[src/mbsrv_consts.svh]
/*
  Constants of the byte-stream request server: frame positions, function
  and exception codes, limits, item offsets and action values.
  Assumes inclusion by bare name from the design modules.
*/
`ifndef MBSRV_CONSTS_SVH
`define MBSRV_CONSTS_SVH

// byte positions within a request frame
`define MBSRV_IDX_TAG_HI   17'd0
`define MBSRV_IDX_TAG_LO   17'd1
`define MBSRV_IDX_PID_HI   17'd2
`define MBSRV_IDX_PID_LO   17'd3
`define MBSRV_IDX_LEN_HI   17'd4
`define MBSRV_IDX_LEN_LO   17'd5
`define MBSRV_IDX_UNIT     17'd6
`define MBSRV_IDX_FC       17'd7
`define MBSRV_IDX_ADR_HI   17'd8
`define MBSRV_IDX_ADR_LO   17'd9
`define MBSRV_IDX_QTY_HI   17'd10
`define MBSRV_IDX_QTY_LO   17'd11
`define MBSRV_IDX_BCNT     17'd12
`define MBSRV_IDX_DAT0     17'd13
`define MBSRV_IDX_DAT1     17'd14
`define MBSRV_LEN_TAIL     17'd5
`define MBSRV_LEN_MIN      16'd2
`define MBSRV_PID_MODBUS   16'h0000

// function codes
`define MBSRV_FC_RD_COILS  8'h01
`define MBSRV_FC_RD_INPUTS 8'h02
`define MBSRV_FC_RD_HOLD   8'h03
`define MBSRV_FC_RD_INREG  8'h04
`define MBSRV_FC_WR_COIL   8'h05
`define MBSRV_FC_WR_COILS  8'h0F
`define MBSRV_FC_WR_REGS   8'h10

// exception codes
`define MBSRV_EX_NONE      8'h00
`define MBSRV_EX_FUNC      8'h01
`define MBSRV_EX_ADDR      8'h02
`define MBSRV_EX_VALUE     8'h03

// quantity limits and expected lengths
`define MBSRV_MAX_RD_BITS  16'h07D0
`define MBSRV_MAX_RD_REGS  16'h007D
`define MBSRV_MAX_WR_BITS  16'h07B0
`define MBSRV_MAX_WR_REGS  16'h007B
`define MBSRV_LEN_FIXED    16'h0006
`define MBSRV_LEN_WR_BASE  16'h0007
`define MBSRV_COIL_ON      16'hFF00
`define MBSRV_COIL_OFF     16'h0000

// item offsets and reference bases
`define MBSRV_NUM_COILS    17'd16
`define MBSRV_COIL_OFS     16'h0001
`define MBSRV_COIL_BASE    16'h0001
`define MBSRV_SYSCTL_OFS   16'h9D38
`define MBSRV_HOLD_BASE    16'h9C41
`define MBSRV_COIL_RST     16'h0000

// system-control values and response lengths
`define MBSRV_SYS_RESET    16'h0001
`define MBSRV_SYS_FACTORY  16'h00F7
`define MBSRV_RLEN_EXC     16'h0003
`define MBSRV_RLEN_RDBITS  16'h0005
`define MBSRV_RLEN_ECHO    16'h0006
`define MBSRV_RD_BCOUNT    8'h02

`endif

[src/mbsrv_pkg.sv]
/*
  Types of the request server: states and frame field carriers.
  Assumes nothing beyond a SystemVerilog compiler.
*/
package mbsrv_pkg;

  typedef enum logic [1:0] {st_rx, st_exec, st_send} mbsrv_state_t;

  // application protocol header, in wire order
  typedef struct packed {
    logic [15:0] transaction_tag;
    logic [15:0] protocol_identifier;
    logic [15:0] len;
    logic [7:0]  slave_unit_identifier;
  } mbsrv_hdr_t;

  // request body fields
  typedef struct packed {
    logic [7:0]  function_code_field;
    logic [15:0] addr;
    logic [15:0] qty;
    logic [7:0]  bcount;
    logic [7:0]  dat0;
    logic [7:0]  dat1;
  } mbsrv_req_t;

endpackage : mbsrv_pkg

[src/mbsrv_tx_shift.sv]
/*
  Response byte sender: loads a whole frame, sends it most significant
  byte first with valid/ready, pulses done after the last byte.
  Assumes load is only raised while idle.
*/
module mbsrv_tx_shift
  import mbsrv_pkg::*;
#(
  parameter int NBYTES = 12,
  parameter int CW     = $clog2(NBYTES + 1)
) (
  input  wire logic                ref_clk,
  input  wire logic                rst_b,
  input  wire logic                load,
  input  wire logic [8*NBYTES-1:0] frame,
  input  wire logic [CW-1:0]       nbytes,
  input  wire logic                tx_ready,
  output logic                     tx_valid,
  output logic [7:0]               tx_data,
  output logic                     done
);

  logic [8*NBYTES-1:0] sh_reg;
  logic [CW-1:0]       cnt_reg;
  logic                valid_reg;
  logic                done_reg;
  wire                 adv  = valid_reg && tx_ready;
  wire                 tail = (cnt_reg == CW'(1));

  // shift out; the receiver may stall us at any byte
  always_ff @(posedge ref_clk or negedge rst_b) begin
    if (!rst_b) begin
      sh_reg    <= '0;
      cnt_reg   <= '0;
      valid_reg <= 1'b0;
      done_reg  <= 1'b0;
    end else begin
      done_reg <= adv && tail;
      if (load) begin
        sh_reg    <= frame;
        cnt_reg   <= nbytes;
        valid_reg <= (nbytes != '0);
      end else if (adv) begin
        sh_reg    <= sh_reg << 8;
        cnt_reg   <= cnt_reg - CW'(1);
        valid_reg <= !tail;
      end
    end
  end

  assign tx_valid = valid_reg;
  assign tx_data  = sh_reg[8*NBYTES-1 -: 8];
  assign done     = done_reg;

endmodule : mbsrv_tx_shift

[src/mbsrv_io_server.sv]
/*
  Request server of a digital output module: takes request frames as a
  byte stream, executes them on sixteen output coils and a system-control
  register, and returns a normal or exception response frame.
  Assumes the transport below delivers frame bytes in order, synchronous
  to ref_clk, and takes response bytes with valid/ready.
  Assumes one frame in flight: the next request waits for rx_ready.
  Assumes the system acts on the one-cycle reset and restore pulses.
  Assumes the coil outputs are wired straight to the output drivers.
*/
// Overview of operation
// - only the client starts; one reply per query, never unsolicited
// - each frame opens with a seven-byte header in fixed field order
// - response header repeats the request transaction tag unchanged
// - length counts bytes after it, unit byte included; delimits frames
// - unit identifier is taken from request and returned in response
// - function code is one byte; codes 128 and above are exceptions
// - seven function codes are served: 1, 2, 3, 4, 5, 15, 16
// - unsupported code, excess quantity or absent item gives an error
// - a normal response echoes the request function code, then data
// - an exception response returns the code with its top bit set
// - an exception response carries an exception code as its data
// - request data holds address, quantity and, for multi-item writes, byte count
// - multi-byte addresses and quantities travel high byte first
// - coil reads pack bits into a 16-bit word, high byte first
// - register reads return 16-bit items, high byte first; here every register read with valid length and quantity is refused with an address error
`include "mbsrv_consts.svh"

module mbsrv_io_server
  import mbsrv_pkg::*;
(
  input  wire logic        ref_clk,
  input  wire logic        rst_b,
  input  wire logic        rx_valid,
  input  wire logic [7:0]  rx_data,
  output logic             rx_ready,
  output logic             tx_valid,
  output logic [7:0]       tx_data,
  input  wire logic        tx_ready,
  output logic [15:0]      coil_out,
  output logic             sys_reset_req,
  output logic             factory_restore_req
);

  // ****************************************************************
  // state and storage
  // ****************************************************************

  mbsrv_state_t state_reg;
  mbsrv_state_t state_next;
  mbsrv_hdr_t   hdr_reg;
  mbsrv_req_t   req_reg;
  logic [16:0]  idx_reg;
  logic [15:0]  coil_reg;
  logic [15:0]  coil_next;
  logic         rx_ready_reg;
  logic         sys_reset_reg;
  logic         factory_reg;
  logic         tx_done;

  // ****************************************************************
  // request intake
  // ****************************************************************

  // request frame as it arrives, one byte per taken beat:
  //   0-1   transaction tag      2-3   protocol identifier
  //   4-5   length               6     slave unit identifier
  //   7     function code        8-9   item address
  //   10-11 quantity or value    12    byte count (writes)
  //   13-14 first data bytes; anything later is only counted

  // a byte is taken only while listening; responses block intake
  wire         take     = rx_valid && rx_ready_reg;
  wire [16:0]  len_end  = {1'b0, hdr_reg.len} + `MBSRV_LEN_TAIL;
  wire         at_unit  = (idx_reg == `MBSRV_IDX_UNIT);
  // the length is known from byte 6 on, so the end test only
  // looks from the unit byte on
  // a length below two cannot hold a function code: end at unit byte
  wire         last_byte = take && (at_unit ?
                           (hdr_reg.len < `MBSRV_LEN_MIN) :
                           (idx_reg > `MBSRV_IDX_UNIT &&
                            idx_reg == len_end));

  // byte index within the frame; 17 bits so a huge length never wraps
  always_ff @(posedge ref_clk or negedge rst_b) begin
    if (!rst_b) begin
      idx_reg <= 17'h00000;
    end else if (take) begin
      idx_reg <= last_byte ? 17'h00000 : idx_reg + 17'h00001;
    end
  end

  // header fields, high byte first
  always_ff @(posedge ref_clk or negedge rst_b) begin
    if (!rst_b) begin
      hdr_reg <= '0;
    end else if (take) begin
      unique case (idx_reg)
        `MBSRV_IDX_TAG_HI: hdr_reg.transaction_tag[15:8] <= rx_data;
        `MBSRV_IDX_TAG_LO: hdr_reg.transaction_tag[7:0]  <= rx_data;
        `MBSRV_IDX_PID_HI: hdr_reg.protocol_identifier[15:8] <= rx_data;
        `MBSRV_IDX_PID_LO: hdr_reg.protocol_identifier[7:0] <= rx_data;
        `MBSRV_IDX_LEN_HI: hdr_reg.len[15:8] <= rx_data;
        `MBSRV_IDX_LEN_LO: hdr_reg.len[7:0]  <= rx_data;
        `MBSRV_IDX_UNIT:   hdr_reg.slave_unit_identifier <= rx_data;
        default: ;
      endcase
    end
  end

  // body fields; bytes past the second data byte are counted only
  always_ff @(posedge ref_clk or negedge rst_b) begin
    if (!rst_b) begin
      req_reg <= '0;
    end else if (take) begin
      unique case (idx_reg)
        `MBSRV_IDX_FC:     req_reg.function_code_field <= rx_data;
        `MBSRV_IDX_ADR_HI: req_reg.addr[15:8] <= rx_data;
        `MBSRV_IDX_ADR_LO: req_reg.addr[7:0]  <= rx_data;
        `MBSRV_IDX_QTY_HI: req_reg.qty[15:8]  <= rx_data;
        `MBSRV_IDX_QTY_LO: req_reg.qty[7:0]   <= rx_data;
        `MBSRV_IDX_BCNT:   req_reg.bcount     <= rx_data;
        `MBSRV_IDX_DAT0:   req_reg.dat0       <= rx_data;
        `MBSRV_IDX_DAT1:   req_reg.dat1       <= rx_data;
        default: ;
      endcase
    end
  end

  // ****************************************************************
  // request decode and checks
  // ****************************************************************

  wire [7:0]  fc        = req_reg.function_code_field;
  wire        fc_rbits  = (fc == `MBSRV_FC_RD_COILS) ||
                          (fc == `MBSRV_FC_RD_INPUTS);
  wire        fc_rregs  = (fc == `MBSRV_FC_RD_HOLD) ||
                          (fc == `MBSRV_FC_RD_INREG);
  wire        fc_wcoil  = (fc == `MBSRV_FC_WR_COIL);
  wire        fc_wcoils = (fc == `MBSRV_FC_WR_COILS);
  wire        fc_wregs  = (fc == `MBSRV_FC_WR_REGS);
  // codes with the top bit set fall out here as unknown
  wire        fc_known  = fc_rbits || fc_rregs || fc_wcoil ||
                          fc_wcoils || fc_wregs;

  // item positions relative to the first coil and the control word
  wire [15:0] coil_first = `MBSRV_COIL_OFS - `MBSRV_COIL_BASE;
  wire [15:0] sysctl_adr = `MBSRV_SYSCTL_OFS - `MBSRV_HOLD_BASE;
  wire [15:0] rel_addr   = req_reg.addr - coil_first;
  wire [16:0] coil_end   = {1'b0, rel_addr} + {1'b0, req_reg.qty};
  wire        span_ok    = (coil_end <= `MBSRV_NUM_COILS);
  wire        one_ok     = ({1'b0, rel_addr} < `MBSRV_NUM_COILS);

  // byte count that the quantity implies
  wire [16:0] bits_bytes = ({1'b0, req_reg.qty} + 17'h00007) >> 3;
  wire [16:0] regs_bytes = {req_reg.qty, 1'b0};
  wire [16:0] bcount_w   = {9'h000, req_reg.bcount};

  // expected length field for the function
  wire [15:0] len_exp = (fc_wcoils || fc_wregs) ?
                        `MBSRV_LEN_WR_BASE + {8'h00, req_reg.bcount} :
                        `MBSRV_LEN_FIXED;
  wire        len_bad = (hdr_reg.len != len_exp);

  wire        qty_zero  = (req_reg.qty == 16'h0000);
  wire        coil_word = (req_reg.qty == `MBSRV_COIL_ON) ||
                          (req_reg.qty == `MBSRV_COIL_OFF);
  // quantity limits keep every request and reply inside one frame
  // too much data, or a malformed value, per function
  wire        qty_bad =
    fc_rbits  ? (qty_zero || req_reg.qty > `MBSRV_MAX_RD_BITS) :
    fc_rregs  ? (qty_zero || req_reg.qty > `MBSRV_MAX_RD_REGS) :
    fc_wcoil  ? !coil_word :
    fc_wcoils ? (qty_zero || req_reg.qty > `MBSRV_MAX_WR_BITS ||
                 bcount_w != bits_bytes) :
    fc_wregs  ? (qty_zero || req_reg.qty > `MBSRV_MAX_WR_REGS ||
                 bcount_w != regs_bytes) :
    1'b0;

  // absent items: no inputs, no input registers, and the control
  // word is write-only, so those reads always miss
  wire        addr_bad =
    (fc == `MBSRV_FC_RD_COILS) ? !span_ok :
    fc_wcoil  ? !one_ok :
    fc_wcoils ? !span_ok :
    fc_wregs  ? !(req_reg.addr == sysctl_adr &&
                  req_reg.qty == 16'h0001) :
    1'b1;

  // outcome per function once the code is known:
  //   01      span of coils present, else address error
  //   02, 04  no such items here, an address error once length and quantity are valid
  //   03      the control word cannot be read back
  //   05      value must be all-on or all-off
  //   0F      byte count must match the quantity
  //   10      only the control word, one register at a time
  // checks in the customary order: function, value, address
  wire [7:0]  exc_code = !fc_known          ? `MBSRV_EX_FUNC  :
                         (len_bad || qty_bad) ? `MBSRV_EX_VALUE :
                         addr_bad           ? `MBSRV_EX_ADDR  :
                         `MBSRV_EX_NONE;
  wire        exc      = (exc_code != `MBSRV_EX_NONE);

  // frames of a foreign protocol or with no function code are dropped
  wire        drop = (hdr_reg.protocol_identifier != `MBSRV_PID_MODBUS) ||
                     (hdr_reg.len < `MBSRV_LEN_MIN);
  wire        exec_ok = (state_reg == st_exec) && !drop && !exc;

  // ****************************************************************
  // coil bank and system control
  // ****************************************************************

  // a write lands on the exec edge, together with the first reply
  // byte; the outputs never see a half-written bank
  // mask of qty bits; qty is at most sixteen once checks pass
  wire [16:0] mask_w   = (17'h00001 << req_reg.qty[4:0]) - 17'h00001;
  wire [15:0] mask16   = fc_wcoil ? 16'h0001 : mask_w[15:0];
  // first data byte carries the lowest-addressed coils
  wire [15:0] wr_bits  = fc_wcoil ?
                         {16{req_reg.qty == `MBSRV_COIL_ON}} :
                         {req_reg.dat1, req_reg.dat0};
  wire [15:0] coil_mrg = (coil_reg & ~(mask16 << rel_addr[3:0])) |
                         ((wr_bits & mask16) << rel_addr[3:0]);
  wire        do_wcoil = exec_ok && (fc_wcoil || fc_wcoils);
  // per coil: take the merged bit only on an accepted write
  for (genvar i = 0; i < 16; i++) begin : g_coil
    assign coil_next[i] = do_wcoil ? coil_mrg[i] : coil_reg[i];
  end

  // the write is echoed whatever its value; only 1 and 247 act
  // control word arrives high byte first
  wire [15:0] sys_word = {req_reg.dat0, req_reg.dat1};
  wire        do_sys   = exec_ok && fc_wregs;
  wire        sys_rst  = do_sys && (sys_word == `MBSRV_SYS_RESET);
  wire        sys_fact = do_sys && (sys_word == `MBSRV_SYS_FACTORY);

  // coils hold their state; outputs follow the register directly
  always_ff @(posedge ref_clk or negedge rst_b) begin
    if (!rst_b) begin
      coil_reg <= `MBSRV_COIL_RST;
    end else begin
      coil_reg <= coil_next;
    end
  end

  // one-cycle requests to the system; other values do nothing
  always_ff @(posedge ref_clk or negedge rst_b) begin
    if (!rst_b) begin
      sys_reset_reg <= 1'b0;
      factory_reg   <= 1'b0;
    end else begin
      sys_reset_reg <= sys_rst;
      factory_reg   <= sys_fact;
    end
  end

  // ****************************************************************
  // response build
  // ****************************************************************

  // coil read: requested coils from bit 0 up, unused bits zero
  wire [15:0] rd_word = (coil_reg >> rel_addr[3:0]) & mask_w[15:0];
  wire        rd_bits = (fc == `MBSRV_FC_RD_COILS);

  // echo or flagged function code
  wire [7:0]  resp_fc = exc ? {1'b1, fc[6:0]} : fc;
  wire [31:0] payload =
    exc     ? {exc_code, 24'h000000} :
    rd_bits ? {`MBSRV_RD_BCOUNT, rd_word, 8'h00} :
    {req_reg.addr, req_reg.qty};
  wire [15:0] rlen = exc     ? `MBSRV_RLEN_EXC :
                     rd_bits ? `MBSRV_RLEN_RDBITS :
                     `MBSRV_RLEN_ECHO;
  // reply frame, byte by byte:
  //   0-1   tag copied from the request
  //   2-3   protocol identifier, always zero
  //   4-5   length: unit, code and data bytes
  //   6     unit copied from the request
  //   7     echoed or flagged function code
  //   8-11  exception code, or count and coil word, or address and qty
  // unused tail bytes are never sent; the byte count stops short of them
  // whole frame, most significant byte goes out first
  wire [95:0] resp_frame = {hdr_reg.transaction_tag,
                            `MBSRV_PID_MODBUS,
                            rlen,
                            hdr_reg.slave_unit_identifier,
                            resp_fc,
                            payload};
  wire [3:0]  resp_bytes = rlen[3:0] + 4'h6;
  wire        tx_load    = (state_reg == st_exec) && !drop;

  // the sender keeps its own copy of the frame, so request fields
  // may change freely once it has been loaded
  mbsrv_tx_shift #(
    .NBYTES (12)
  ) mbsrv_tx_shift_i (
    .ref_clk  (ref_clk),
    .rst_b    (rst_b),
    .load     (tx_load),
    .frame    (resp_frame),
    .nbytes   (resp_bytes),
    .tx_ready (tx_ready),
    .tx_valid (tx_valid),
    .tx_data  (tx_data),
    .done     (tx_done)
  );

  // ****************************************************************
  // sequencing
  // ****************************************************************

  // a dropped frame skips the reply, so the client sees only its
  // own timeout; at most one reply per frame keeps tags in step
  // listen, execute for one cycle, then send one reply unless the frame is dropped
  always_comb begin
    state_next = state_reg;
    unique case (state_reg)
      st_rx:   if (last_byte) state_next = st_exec;
      st_exec: state_next = drop ? st_rx : st_send;
      st_send: if (tx_done) state_next = st_rx;
      default: state_next = st_rx;                                 // unused code
    endcase
  end

  // ready is registered, so it drops on the frame's last byte
  // the next frame may follow at once; no gap is needed
  always_ff @(posedge ref_clk or negedge rst_b) begin
    if (!rst_b) begin
      state_reg    <= st_rx;
      rx_ready_reg <= 1'b1;
    end else begin
      state_reg    <= state_next;
      rx_ready_reg <= (state_next == st_rx);
    end
  end

  assign rx_ready            = rx_ready_reg;
  assign coil_out            = coil_reg;
  assign sys_reset_req       = sys_reset_reg;
  assign factory_restore_req = factory_reg;

endmodule : mbsrv_io_server

[config.mk]
export PLATFORM = sky130hd
export DESIGN_NAME = mbsrv_io_server
export DESIGN_NICKNAME = d
export VERILOG_FILES = /design/src/mbsrv_pkg.sv /design/src/mbsrv_tx_shift.sv /design/src/mbsrv_io_server.sv
export VERILOG_INCLUDE_DIRS = /design/src
export SDC_FILE = /design/constraint.sdc
export NUM_CORES = 1
export LEC_CHECK = 0
export BUFFER_PORTS_ARGS = -buffer_cell sky130_fd_sc_hd__buf_4
export CAP_MARGIN = 5
export CORE_ASPECT_RATIO = 1.1
export CORE_MARGIN = 1
export CORE_UTILIZATION = 55
export DETAILED_ROUTE_END_ITERATION = 12
export PLACE_DENSITY = 0.72
export RECOVER_POWER = 50
export SKIP_CTS_REPAIR_TIMING = 1
export SLEW_MARGIN = 20
export SYNTH_ARGS = -nofsm -noshare
export SYNTH_HDL_FRONTEND = slang
export SYNTH_SLANG_ARGS = --single-unit
[constraint.sdc]
create_clock -name ref_clk -period 4.18 [get_ports ref_clk]
set_input_delay 0 -clock ref_clk [delete_from_list [all_inputs] [get_ports ref_clk]]
set_output_delay 0 -clock ref_clk [all_outputs]
set_load 0.01 [all_outputs]
# Word level (Yosys, flattened, before mapping)
# Cells that the tools add are included.
dict set report classes {
  n_addsub 8
  order_cmp 8
  eq_ne 33
  shift 4
  mux 32
  bitwise_logic 5
  reduce_logical 59
}
# cell count
set op_table {}
lappend op_table {{two-way mux 96 bit} 2}
lappend op_table {{== test 17 x 4 -> 1 bit (second input constant)} 7}
lappend op_table {{== test 17 x 3 -> 1 bit (second input constant)} 4}
lappend op_table {{two-way mux 32 bit} 2}
lappend op_table {{bitwise AND 16 bit} 3}
lappend op_table {{adder 16 x 3 -> 17 bit (second input constant)} 2}
lappend op_table {{== test 17 x 2 -> 1 bit (second input constant)} 2}
lappend op_table {{== test 16 x 1 -> 1 bit (second input constant)} 2}
lappend op_table {{== test 16 x 8 -> 1 bit (second input constant)} 2}
lappend op_table {{> comparator 16 x 11 -> 1 bit (second input constant)} 2}
lappend op_table {{> comparator 16 x 7 -> 1 bit (second input constant)} 2}
lappend op_table {{two-way mux 16 bit} 2}
lappend op_table {{<< shifter 16 x 4 -> 16 bit} 2}
lappend op_table {{AND reduction 2 bit} 15}
lappend op_table {{adder 16 x 16 -> 17 bit} 1}
lappend op_table {{adder 17 x 1 -> 17 bit (second input constant)} 1}
lappend op_table {{== test 17 x 1 -> 1 bit (second input constant)} 1}
lappend op_table {{== test 17 bit} 1}
lappend op_table {{> comparator 17 x 3 -> 1 bit (second input constant)} 1}
lappend op_table {{less-or-equal comparator 17 x 5 -> 1 bit (second input constant)} 1}
lappend op_table {{logical NOT 17 bit} 1}
lappend op_table {{logical OR 1 bit} 17}
lappend op_table {{two-way mux 17 bit} 1}
lappend op_table {{inequality test 8 x 17 -> 1 bit} 1}
lappend op_table {{36 further kinds} 74}
dict set report totals {
  reg_bits 260
}

# Longest topological paths before layout
dict set report logic_depth {
  ltp_word 16
  ltp_mapped 17
  mapped_depth_nobuf 13
}

# Modules after synthesis
# A second synthesis with hierarchy kept.
dict set report unflattened {
  hier_cells 1778
  area_unflattened_um2 16527.1
}
# mod n_inst cells_each area_per_inst_um2 seq_area_each_um2
set modules_own_cells {}
lappend modules_own_cells {mbsrv_io_server 1 1323 11657.4 3955.0}
lappend modules_own_cells {mbsrv_tx_shift 1 455 4869.7 2552.4}

# Worst setup path after synthesis
# Ideal clock, no wire load.
dict set report synth_path {
  path_type {flip-flop to flip-flop}
  from {register, netlist name req_reg[40]}
  to {register coil_reg[8], in the netlist coil_out[8]}
  setup_time_ps 127
  t_arrival_ps 3608
  required_ps 4053
  setup_slack_ps 444
  stages_incl_launch_ff 13
  cell_sequence {dfrtp_1 > ha_1 > fa_1 > a211oi_1 > o31ai_1 > a41oi_1 > nor3b_1 > a2111oi_2 > nand4_1 > o41ai_2 > and3_1 > buf_2 > mux2_1}
}
dict set report synth_via {
  elab_chain_cells 14
}
# item line
set synth_rtl {}
lappend synth_rtl {{parallel branches: the longest is 14 deep, another holds adder 16 x 16 -> 17 bit} --}
lappend synth_rtl {{to (signal assigned)} mbsrv_io_server.sv:240} ;# coil_reg <= `MBSRV_COIL_RST;
lappend synth_rtl {{to (signal assigned)} mbsrv_io_server.sv:242} ;# coil_reg <= coil_next;
lappend synth_rtl {{to (decl)} mbsrv_io_server.sv:54} ;# logic [15:0] coil_reg;
# Several ways; the timed one is not identified.
# A chain may end at the register's enable or synchronous reset.

# Worst setup path after layout
dict set report layout_path {
  from {register, netlist name req_reg[40]}
  to {register coil_reg[14], in the netlist coil_out[14]}
}
dict set report layout_via {
  elab_chain_cells 14
}
# item
set layout_rtl {}
lappend layout_rtl {{parallel branches: the longest is 14 deep, another holds adder 16 x 16 -> 17 bit}}
# Several ways; the timed one is not identified.

==> results_dict.tcl <==
set metrics [dict create \
    outcome "finished, violations left" \
    violations "capacitance limit, slew limit" \
    drive_above_1_share 0.1492 \
    end_kind "flop" \
    slew_headroom -0.5191 \
    synthCells 1819 \
    cts-htree-levels 1 \
    path_buf_inv 1 \
    routedWlPerCell_um 22.61 \
    setup.worst_path.class "reg -> reg" \
    p_leak_uw 0.007939 \
    crit_chain "ha_1 -> fa_1 -> a211oi_1 -> o31ai_1 -> a41oi_1 -> nor3b_1 -> a2111oi_2 -> nand4_1 -> buf_4 -> o41a_1 -> nand3b_4 -> mux2_4" \
    ff_latch_area_um2 6510 \
    max-clock-path-buffers 3 \
    cts_root_buf "clkbuf_16" \
    ys.warnings.count 0 \
    synth_seq_cells 260 \
    worst_pin_slew_ns 2.279 \
    cp.required_ns 4.62 \
    rows 65 \
    max_stage_delay_ns 0.48 \
    async_flop_share 1.000 \
    crit_fanout 10 \
    setup-violations-final 0 \
    reg2reg_slack_ns 0.07 \
    drc 0 \
    postLayoutCellArea_um2 17690 \
    yosys.area.top_type "dfrtp_1" \
    synth_ff_type "dfrtp_1" \
    synth.most_common_cell "nand2_1" \
    die_y_um 181.4 \
    synth-seq-area-share 0.4044 \
    grt_pass1_vias 13730 \
    synth_edf_count 0 \
    cts_tree "built" \
    avgSynthCellArea_um2 8.846 \
    core_area_um2 28710 \
    hp-class "in -> reg" \
    grt_pass1_wl_um 78230 \
    netlist_top_cells_area "dfrtp_1, mux2_2, nand2_1" \
    max_freq_mhz 243.3 \
    drt_iter0_drc 1825 \
    hold_viol_final 0 \
    total_power_uw 8545 \
    path_clk_slew_ns 0.06 \
    finalWeightedCongestion 0.9738 \
    start_kind "flop" \
    min_period_ns 4.111 \
    largest_reg_flops 96 \
    antenna_cells 0 \
    post-dp-hpwl_um 34720 \
    cpLargestDelayFamily "compound AO/OA/AOI/OAI gates" \
    wirelength_um 49830 \
    die_w_um 165.1 \
    grt_max_degree 90 \
    dieArea_um2 29950 \
    clk-insertion-delay-late_ns 0.57 \
    power_density_nw_per_um2 483.0 \
    netlist_area_um2 16090 \
    port_buffers 39 \
    syn2layout_area_growth_pct 9.945 \
    grtUsageTotal 0.3357 \
    via_per_inst 6.576 \
    fillers 2552 \
    clock_skew_ns 0.01176 \
    placed_area_um2 16720 \
    first_pass_iters 6 \
    slew_viol_final 86 \
    synth_nets 1857 \
    io_pins 40 \
    vias 14490 \
    ir_drop_v 0.0004325 \
    drtAntennaViolNets 0 \
    nNetsFinal 1852 \
    synth_common_cells "nand2_1, dfrtp_1, nor2_1" \
    antenna_found_initial 0 \
    numCtsBuffers 28 \
    period_share 0.9834 \
    multiInputGateArea_um2 8895 \
    max-cap-violations 1 \
    slowest_stage "o41a_1" \
    synth_cell_types 90 \
    cts_sinks 260 \
    crit_arrival_ns 4.56 \
    initial_utilization 0.5605 \
    yosysTopAreaCellShare 0.4028 \
    grt_overflow 0 \
]
-- final cells by class --
| class | count | share of cell area |
|---|---|---|
| clock inverter | 12 | 0.008416 |
| tap | 368 | 0.02603 |
| inverter | 38 | 0.008062 |
| timing repair buffer | 107 | 0.04066 |
| sequential | 260 | 0.3680 |
| clock buffer | 40 | 0.04611 |
| multi-input combinational | 1379 | 0.5028 |
-- worst register-to-register path, delay by kind of cell (launching register included) --
family	cells	cell delay, ns
AO/OA/AOI/OAI	5	1.84
adder cells (fa/ha/maj)	2	0.65
buffers and inverters	1	0.18
flip-flops	1	0.43
multiplexers	1	0.36
AND/OR/NAND/NOR	3	0.56
-- cell families after synthesis --
logic type,count (synthesis),synth area share
xor+xnor,62,0.03460
mux,159,0.1140
flops,260,0.4044
simple gates,685,0.2012
fa+ha+maj,26,0.02068
compound gates,447,0.1801
buf+inv,180,0.04502
-- path summary, 6_finish.rpt --
kind / cells past startpoint / start / end
min in group asynchronous: 2 / rst_b / req_reg[46]
worst min-delay path: 4 / tx_ready / mbsrv_tx_shift_i.sh_reg[66]
max in group asynchronous: 3 / rst_b / hdr_reg[32]
worst max-delay path: 12 / req_reg[40] / coil_out[14]
worst min register to register: 1 / mbsrv_tx_shift_i.cnt_reg[3] / mbsrv_tx_shift_i.done
worst max register to register: 12 / req_reg[40] / coil_out[14]
-- stage by stage --
step                setup TNS [ns]    util  instances  hold slack (ns)  worst slack [ns]
detailed placement               0  0.5826       2140          0.04066           0.01958
finish                           0  0.6163       2204          0.06983           0.06935
global route              -0.02303  0.6163       2204           0.1315          -0.01532
floorplan                        0       -       1819          -0.2956            0.4444
CTS                       -0.01095  0.6162       2192          -0.5494          -0.01095
global placement                 0  0.5826       2140          0.05880            0.1240
-- power breakdown --
group	switching [uW]	internal, uW	total, uW
Combinational	1520	940	2460
Clock	1080	1490	2570
Sequential	458	3060	3520
-- cells in the final DEF, fill, tap and decap left out, drive strengths merged, types with 15 or more instances in the layout --
| cell type | count |
|---|---|
| dfrtp | 259 |
| nor2 | 156 |
| nor3 | 31 |
| nand4 | 31 |
| clkbuf | 71 |
| ha | 25 |
| and3 | 15 |
| a21oi | 104 |
| inv | 37 |
| nand3 | 56 |
| buf | 66 |
| xnor2 | 34 |
| mux2 | 121 |
| nand2 | 267 |
| mux2i | 31 |
| nor4 | 32 |
| xor2 | 27 |
| a31oi | 54 |
| o211ai | 18 |
| o21ai | 108 |
| a211oi | 16 |
-- routing by layer --
layer | track usage | vias up | wire length [um] | part of all wire
li1 | - | 6615 | - | -
met5 | 0 | - | 0 | 0
met4 | 0.09541 | 0 | 1372 | 0.028
met2 | 0.5018 | 682 | 22130 | 0.44
met1 | 0.4973 | 7096 | 22120 | 0.44
met3 | 0.05710 | 101 | 4214 | 0.085
Power figures use the tool's default switching activity.
